### src/design/svio_defines.svh
`ifndef SVIO_DEFINES_SVH
`define SVIO_DEFINES_SVH

// Command codes, data numbers and the control key
`define SVIO_CMD_READ 8'h12
`define SVIO_CMD_WRITE_DI 8'h92
`define SVIO_CMD_IO_CTRL 8'h90
`define SVIO_DN_OUT_PINS 8'hC0
`define SVIO_DN_OUT_DEVS 8'h80
`define SVIO_DN_DI_SET 8'h60
`define SVIO_DN_DI_TEST 8'h00
`define SVIO_DN_IN_DIS 8'h00
`define SVIO_DN_IN_EN 8'h10
`define SVIO_DN_OUT_DIS 8'h03
`define SVIO_DN_OUT_EN 8'h13
`define SVIO_KEY 32'h00001EA5

// Output pins
`define SVIO_PIN_COUNT 7
`define SVIO_PIN_PAD 25

// Output device status bits
`define SVIO_OD_READY 0
`define SVIO_OD_SPEED_REACHED 1
`define SVIO_OD_ZERO_SPEED 2
`define SVIO_OD_TORQUE_LIMITING 3
`define SVIO_OD_SPEED_LIMITING 4
`define SVIO_OD_IN_POSITION 5
`define SVIO_OD_WARNING 7
`define SVIO_OD_FAULT 8
`define SVIO_OD_ZERO_PULSE 9
`define SVIO_OD_BRAKE 10
`define SVIO_OD_ALARM_LO 12
`define SVIO_OD_ALARM_HI 14
`define SVIO_OD_BATTERY 15
`define SVIO_OD_GAIN_ACTIVE 25
`define SVIO_OD_ABS_LOST 27

// Input device bits
`define SVIO_DI_SERVO_ON 0
`define SVIO_DI_FWD_STROKE 1
`define SVIO_DI_REV_STROKE 2
`define SVIO_DI_EXT_TQ_SEL 3
`define SVIO_DI_INT_TQ_SEL 4
`define SVIO_DI_PROP_CTRL 5
`define SVIO_DI_FAULT_CLEAR 6
`define SVIO_DI_DROOP_CLEAR 7
`define SVIO_DI_SPEED_A 8
`define SVIO_DI_SPEED_C 10
`define SVIO_DI_FWD_START 11
`define SVIO_DI_REV_START 12
`define SVIO_DI_GEAR_A 13
`define SVIO_DI_GEAR_B 14
`define SVIO_DI_CTRL_SWITCH 15
`define SVIO_DI_ACCEL2 20
`define SVIO_DI_GAIN_CHANGE 27
// Bits 0..15, 20 and 27 carry devices; the rest read as off
`define SVIO_DI_MASK 32'h0810FFFF
`define SVIO_STROKE_MASK 32'h00000006

`define SVIO_WORD_ZERO 32'h00000000

`endif

### src/design/svio_pkg.sv
package svio_pkg;
	typedef logic [31:0] svio_word_t;
	typedef logic [7:0] svio_byte_t;
	typedef enum {
		SVIO_RD_PINS,
		SVIO_RD_DEVS,
		SVIO_WR_DI,
		SVIO_IN_DIS,
		SVIO_IN_EN,
		SVIO_OUT_DIS,
		SVIO_OUT_EN,
		SVIO_BAD
	} svio_cmd_e;
endpackage

### src/design/svio_status_if.sv
`timescale 1ns/1ps
`default_nettype none
interface svio_status_if;
	logic ready;
	logic speed_reached;
	logic zero_speed;
	logic torque_limiting;
	logic speed_limiting;
	logic in_position;
	logic warning_out;
	logic fault_out;
	logic encoder_zero_pulse;
	logic brake_interlock;
	logic [2:0] alarm_code;
	logic battery_warning;
	logic gain_change_active;
	logic abs_position_lost;
	logic [31:0] word;
	modport source (output ready, speed_reached, zero_speed, torque_limiting,
		speed_limiting, in_position, warning_out, fault_out,
		encoder_zero_pulse, brake_interlock, alarm_code, battery_warning,
		gain_change_active, abs_position_lost, input word);
	modport packer (input ready, speed_reached, zero_speed, torque_limiting,
		speed_limiting, in_position, warning_out, fault_out,
		encoder_zero_pulse, brake_interlock, alarm_code, battery_warning,
		gain_change_active, abs_position_lost, output word);
endinterface
`default_nettype wire

### src/design/svio_io_cmd.sv
`timescale 1ns/1ps
`default_nettype none
`include "svio_defines.svh"
module svio_io_cmd #(
	parameter int ANALOG_W = 16
) (
	input wire logic clk_in,
	input wire logic sys_rst_in,
	input wire logic cmd_valid_in,
	input wire svio_pkg::svio_byte_t cmd_code_in,
	input wire svio_pkg::svio_byte_t cmd_data_no_in,
	input wire svio_pkg::svio_word_t cmd_data_in,
	input wire logic test_mode_in,
	input wire logic [`SVIO_PIN_COUNT-1:0] output_pins_in,
	input wire logic ready_in,
	input wire logic speed_reached_in,
	input wire logic zero_speed_in,
	input wire logic torque_limiting_in,
	input wire logic speed_limiting_in,
	input wire logic in_position_in,
	input wire logic warning_out_in,
	input wire logic fault_out_in,
	input wire logic encoder_zero_pulse_in,
	input wire logic brake_interlock_in,
	input wire logic [2:0] alarm_code_in,
	input wire logic battery_warning_in,
	input wire logic gain_change_active_in,
	input wire logic abs_position_lost_in,
	input wire svio_pkg::svio_word_t ext_input_devices_in,
	input wire logic emergency_stop_in,
	input wire logic [ANALOG_W-1:0] analog_in,
	input wire logic pulse_train_in,
	output logic reply_valid_out,
	output svio_pkg::svio_word_t reply_data_out,
	output logic reply_error_out,
	output svio_pkg::svio_word_t input_devices_out,
	output logic emergency_stop_out,
	output logic [ANALOG_W-1:0] analog_out,
	output logic pulse_train_out,
	output logic [`SVIO_PIN_COUNT-1:0] output_pins_out,
	output logic inputs_disabled_out,
	output logic outputs_disabled_out
);
	import svio_pkg::*;

	if (ANALOG_W < 1 || ANALOG_W > 32) begin : g_bad_width
		$error("ANALOG_W must lie between 1 and 32");
	end

	svio_status_if st ();
	svio_word_t comm_word;
	svio_word_t next_comm_word;
	svio_word_t next_reply;
	svio_word_t ext_gated;
	svio_word_t next_devices;
	svio_cmd_e cmd_kind;
	logic key_ok;
	logic is_key_cmd;
	logic next_error;
	logic next_in_dis;
	logic next_out_dis;

	assign st.ready = ready_in;
	assign st.speed_reached = speed_reached_in;
	assign st.zero_speed = zero_speed_in;
	assign st.torque_limiting = torque_limiting_in;
	assign st.speed_limiting = speed_limiting_in;
	assign st.in_position = in_position_in;
	assign st.warning_out = warning_out_in;
	assign st.fault_out = fault_out_in;
	assign st.encoder_zero_pulse = encoder_zero_pulse_in;
	assign st.brake_interlock = brake_interlock_in;
	assign st.alarm_code = alarm_code_in;
	assign st.battery_warning = battery_warning_in;
	assign st.gain_change_active = gain_change_active_in;
	assign st.abs_position_lost = abs_position_lost_in;

	svio_status_pack u_pack (
		.st(st.packer)
	);

	// Test-mode write shares data number 00 with input disable, but the
	// command codes differ so the two never collide
	assign cmd_kind =
		(cmd_code_in == `SVIO_CMD_READ &&
		 cmd_data_no_in == `SVIO_DN_OUT_PINS) ? SVIO_RD_PINS :
		(cmd_code_in == `SVIO_CMD_READ &&
		 cmd_data_no_in == `SVIO_DN_OUT_DEVS) ? SVIO_RD_DEVS :
		(cmd_code_in == `SVIO_CMD_WRITE_DI &&
		 cmd_data_no_in == `SVIO_DN_DI_SET) ? SVIO_WR_DI :
		(cmd_code_in == `SVIO_CMD_WRITE_DI && test_mode_in &&
		 cmd_data_no_in == `SVIO_DN_DI_TEST) ? SVIO_WR_DI :
		(cmd_code_in == `SVIO_CMD_IO_CTRL &&
		 cmd_data_no_in == `SVIO_DN_IN_DIS) ? SVIO_IN_DIS :
		(cmd_code_in == `SVIO_CMD_IO_CTRL &&
		 cmd_data_no_in == `SVIO_DN_IN_EN) ? SVIO_IN_EN :
		(cmd_code_in == `SVIO_CMD_IO_CTRL &&
		 cmd_data_no_in == `SVIO_DN_OUT_DIS) ? SVIO_OUT_DIS :
		(cmd_code_in == `SVIO_CMD_IO_CTRL &&
		 cmd_data_no_in == `SVIO_DN_OUT_EN) ? SVIO_OUT_EN : SVIO_BAD;

	assign key_ok = (cmd_data_in == `SVIO_KEY);
	assign is_key_cmd = (cmd_kind == SVIO_IN_DIS) || (cmd_kind == SVIO_IN_EN) ||
		(cmd_kind == SVIO_OUT_DIS) || (cmd_kind == SVIO_OUT_EN);

	always_comb begin
		next_reply = `SVIO_WORD_ZERO;
		next_error = 1'b0;
		next_comm_word = comm_word;
		next_in_dis = inputs_disabled_out;
		next_out_dis = outputs_disabled_out;
		if (cmd_valid_in) begin
			unique case (cmd_kind)
				SVIO_RD_PINS: begin
					next_reply = {{`SVIO_PIN_PAD{1'b0}}, output_pins_out};
				end
				SVIO_RD_DEVS: begin
					next_reply = st.word;
				end
				SVIO_WR_DI: begin
					// Whole word replaces the old one; omitted bits go off
					next_comm_word = cmd_data_in & `SVIO_DI_MASK;
				end
				SVIO_IN_DIS: begin
					next_in_dis = key_ok ? 1'b1 : inputs_disabled_out;
				end
				SVIO_IN_EN: begin
					next_in_dis = key_ok ? 1'b0 : inputs_disabled_out;
				end
				SVIO_OUT_DIS: begin
					next_out_dis = key_ok ? 1'b1 : outputs_disabled_out;
				end
				SVIO_OUT_EN: begin
					next_out_dis = key_ok ? 1'b0 : outputs_disabled_out;
				end
				SVIO_BAD: begin
					next_error = 1'b1;
				end
			endcase
			if (is_key_cmd && !key_ok) begin
				next_error = 1'b1;
			end
		end
	end

	// Stroke ends bypass the disable so a limit switch always stops motion
	assign ext_gated = inputs_disabled_out ?
		(ext_input_devices_in & `SVIO_STROKE_MASK) :
		ext_input_devices_in;
	assign next_devices = (ext_gated | comm_word) & `SVIO_DI_MASK;

	always_ff @(posedge clk_in) begin
		if (sys_rst_in) begin
			comm_word <= `SVIO_WORD_ZERO;
			inputs_disabled_out <= 1'b0;
			outputs_disabled_out <= 1'b0;
			reply_valid_out <= 1'b0;
			reply_data_out <= `SVIO_WORD_ZERO;
			reply_error_out <= 1'b0;
		end else begin
			comm_word <= next_comm_word;
			inputs_disabled_out <= next_in_dis;
			outputs_disabled_out <= next_out_dis;
			reply_valid_out <= cmd_valid_in;
			reply_data_out <= next_reply;
			reply_error_out <= next_error;
		end
	end

	always_ff @(posedge clk_in) begin
		if (sys_rst_in) begin
			input_devices_out <= `SVIO_WORD_ZERO;
			emergency_stop_out <= 1'b0;
			analog_out <= '0;
			pulse_train_out <= 1'b0;
			output_pins_out <= '0;
		end else begin
			input_devices_out <= next_devices;
			emergency_stop_out <= emergency_stop_in;
			analog_out <= inputs_disabled_out ? '0 : analog_in;
			pulse_train_out <= inputs_disabled_out ? 1'b0 : pulse_train_in;
			output_pins_out <= outputs_disabled_out ? '0 : output_pins_in;
		end
	end
endmodule // svio_io_cmd
`default_nettype wire

### src/design/svio_status_pack.sv
`timescale 1ns/1ps
`default_nettype none
`include "svio_defines.svh"
module svio_status_pack (
	svio_status_if.packer st
);
	always_comb begin
		st.word = `SVIO_WORD_ZERO;
		st.word[`SVIO_OD_READY] = st.ready;
		st.word[`SVIO_OD_SPEED_REACHED] = st.speed_reached;
		st.word[`SVIO_OD_ZERO_SPEED] = st.zero_speed;
		st.word[`SVIO_OD_TORQUE_LIMITING] = st.torque_limiting;
		st.word[`SVIO_OD_SPEED_LIMITING] = st.speed_limiting;
		st.word[`SVIO_OD_IN_POSITION] = st.in_position;
		st.word[`SVIO_OD_WARNING] = st.warning_out;
		st.word[`SVIO_OD_FAULT] = st.fault_out;
		st.word[`SVIO_OD_ZERO_PULSE] = st.encoder_zero_pulse;
		st.word[`SVIO_OD_BRAKE] = st.brake_interlock;
		st.word[`SVIO_OD_ALARM_HI:`SVIO_OD_ALARM_LO] = st.alarm_code;
		st.word[`SVIO_OD_BATTERY] = st.battery_warning;
		st.word[`SVIO_OD_GAIN_ACTIVE] = st.gain_change_active;
		st.word[`SVIO_OD_ABS_LOST] = st.abs_position_lost;
	end
endmodule // svio_status_pack
`default_nettype wire

### config.mk
export PLATFORM = sky130hd
export DESIGN_NAME = svio_io_cmd
export DESIGN_NICKNAME = d
export VERILOG_FILES = /design/src/design/svio_pkg.sv /design/src/design/svio_status_if.sv /design/src/design/svio_io_cmd.sv /design/src/design/svio_status_pack.sv
export VERILOG_INCLUDE_DIRS = /design/src /design/src/design
export SDC_FILE = /design/constraint.sdc
export NUM_CORES = 1
export LEC_CHECK = 0
export ABC_AREA = 1
export BUFFER_PORTS_ARGS = -buffer_cell sky130_fd_sc_hd__buf_2
export CORE_MARGIN = 5
export CORE_UTILIZATION = 46
export DETAILED_ROUTE_END_ITERATION = 7
export HOLD_SLACK_MARGIN = 0.08
export PLACE_DENSITY_LB_ADDON = 0.15
export SLEW_MARGIN = 20
export SYNTH_ARGS = -nofsm -noshare
export SYNTH_HDL_FRONTEND = slang
export SYNTH_SLANG_ARGS = --single-unit
### constraint.sdc
create_clock -name clk_in -period 4.1 [get_ports clk_in]
set_clock_uncertainty 0.15 [all_clocks]
set_input_delay 0.41 -clock clk_in [delete_from_list [all_inputs] [get_ports clk_in]]
set_output_delay 0.41 -clock clk_in [all_outputs]
set_load 0.02 [all_outputs]
==> reports/qor.yml <==
outcome:
  status: "complete, no violations"
critical_path:
  crit_end: "reply_data_out[12]$_SDFF_PP0_"
  setup.worst_path.class: "in -> reg"
  arrival_ps: 2290
  cp_max_fo: 24
  rr_worst_depth: 2
  cp-startpoint: "sys_rst_in"
  required_ps: 4170
  r2r-start: "inputs_disabled_out$_SDFFE_PP0P_"
  rr_endpoint: "input_devices_out[6]$_SDFF_PP0_"
  r2r_slack_ps: 2760
  cp-start-kind: "input port"
  cp-end-kind: "flip-flop"
yosys:
  synth.distinct_cells: 28
  yosysTopAreaCell: "dfxtp_1"
  synthTopCellsByArea: "dfxtp_1 (47%), nor2_1 (14%), inv_1 (9.6%)"
  synth_seq_cells: 82
  ys_seq_area_frac: 0.473
  synth_top_area_frac: 0.473
  yosysWarnings: 0
  avgSynthCellArea_um2: 7.13
  syn_inst: 487
  synth.cell_area_um2: 3470
cells_and_area:
  stdcell_count: 762
  drive_above_1_share: 0.318
  seqCellArea_um2: 1640
  nets: 783
  n_antenna_cell: 0
  multiInputGateArea_um2: 1300
  layout_common_cells: "buf_2 (174), nor2_1 (126), inv_1 (89), dfxtp_1 (82), nand2_1 (76)"
  fin_area_um2: 4470
  fillers: 754
  final_common_cell: "buf_2"
  area.growth.synth_to_final_pct: 28.8
cts:
  cts_buffers: 9
  clock_latency_ps: 350
  cts_tree: "yes"
  cts_num_sinks: 82
  cts-root-buf: "clkbuf_8"
  htreeDepth: 3
  clock_path_buffers: 2
  post_cts_resized: 0
  cts_hold_buf: 0
  post_cts_buffers: 0
  clkTransAtPathRegs_ps: 90
drt:
  drtIter0Drc: 95
  ant_nets: 0
  wl_met3_um: 586
  routed_via_density: 4.28
  wl_met2_um: 4200
  wire_per_inst_um: 11.3
  top_layer_used: "met4"
  drc_errors: 0
  vias: 3263
  drt_wl_total_um: 8640
  firstDrtPassIters: 4
  drt-met1-wl_um: 3660
placement:
  placed_area_um2: 4290
  place_inst: 746
  globalplace.congestion: 0.797
  io_buffers: 174
  dpl.hpwl_um: 6800
sta:
  finalMaxSlewViolations: 0
  fmax_ghz: 0.451
  whs_ps: 107
  rsz0062_at_grt: "false"
  min_period_ps: 2220
  hold_viol_final: 0
  tns_ps: 0
  setup_violations: 0
  relSlewSlack: 0.549
  finalCritPeriodShare: 0.541
  worstMarginPinSlew_ps: 675
floorplan:
  placementRows: 31
  ioPinCount: 218
  start_util: 0.476
  die_h_um: 96.9
  die_x_um: 96.9
  die_area_um2: 9380
  core_area_um2: 7290
pwr:
  power_mw: 1.56
  peakVddDrop_mv: 0.200
  p_leak_nw: 2.56
  p_per_area_nw_per_um2: 349
hold_path:
  hold_class: "in -> reg"
  hold_start: "emergency_stop_in"
global_route:
  grt_pass1_wl_um: 14300
  grt_start_max_net_pins: 37
  grt_overflow_total: 0
  grt_pass1_vias: 3150
  antenna_found_initial: 0
  grtUsageTotal: 0.182
flow_run:
  drv_cap: 0
[synthesized netlist by cell type]
master	number
nor2_1	126
inv_1	89
dfxtp_1	82
nand2_1	76
buf_4	29
o22ai_1	17
clkbuf_1	9
nand3_1	8
nand4_1	6
nand2_2	5
nor3_1	5
inv_2	4
nor2_2	4
nor4_1	4
or2_2	4
a21oi_1	3
and2_1	2
buf_2	2
buf_6	2
o211ai_1	2
a21oi_4	1
clkinv_1	1
conb_1	1
nand3_4	1
nand3b_1	1
nand4_2	1
nor2_4	1
nor3b_1	1
[sequential cells by signal, indices dropped and copies added, names as in the netlist]
name and count:
output_pins_out 7, input_devices_out 18, reply_valid_out 1, reply_error_out 1
comm_word 18, emergency_stop_out 1, outputs_disabled_out 1, inputs_disabled_out 1
analog_out 16, reply_data_out 17, pulse_train_out 1
[layer usage]
layer / track usage / vias to the layer above
met5: 0 / -
met4: 0.0734 / 0
li1: - / 1732
met3: 0.0561 / 14
met1: 0.207 / 1393
met2: 0.316 / 124
[how the worst min path moves through the flow]
| stage | depth (start not counted) | endpoint | slack (ps) |
|---|---|---|---|
| after detailed placement | 2 | reply_data_out[6]$_SDFF_PP0_ | 300 |
| after floorplan | 2 | input_devices_out[1]$_SDFF_PP0_ | 290 |
| after CTS | 3 | emergency_stop_out$_SDFF_PP0_ | 90 |
| after global placement | 2 | reply_data_out[6]$_SDFF_PP0_ | 280 |
| final | 3 | emergency_stop_out$_SDFF_PP0_ | 110 |
| after global routing | 3 | emergency_stop_out$_SDFF_PP0_ | 90 |
[cells by family (layout without fill, tap and decap cells)]
logic type / Yosys count / after routing / share of synthesized area
AND/OR/NAND/NOR: 245 / 245 / 0.298
buffers and inverters: 136 / 284 / 0.183
flip-flops: 82 / 82 / 0.473
AO/OA/AOI/OAI: 23 / 23 / 0.0440
other: 1 / 29 / 0.00108
[layout make-up]
cell class	instances	share of cell area
Timing Repair Buffer	174	0.195
Clock buffer	9	0.0277
Sequential cell	82	0.367
Clock inverter	7	0.0132
Tap cell	99	0.0277
Inverter	94	0.0789
Multi-Input combinational cell	297	0.290
[metrics by stage]
stage,setup WS (ps),utilization
global route,1710,0.613
floorplan,2290,-
CTS,1850,0.613
global placement,1520,0.588
detailed placement,1460,0.588
finish,1880,0.613
[worst max-delay path: stages]
cell and delay (ps):
buf_2 380, clkinv_1 600, nand2_1 470, inv_1 260, nand2_1 120, nor2_1 50
[power breakdown]
part	total (mW)	switching (mW)	internal, mW
clock	0.539	0.311	0.228
combinational	0.197	0.125	0.0722
sequential	0.825	0.00543	0.819
Note: power is estimated with default switching activity, not from simulation.
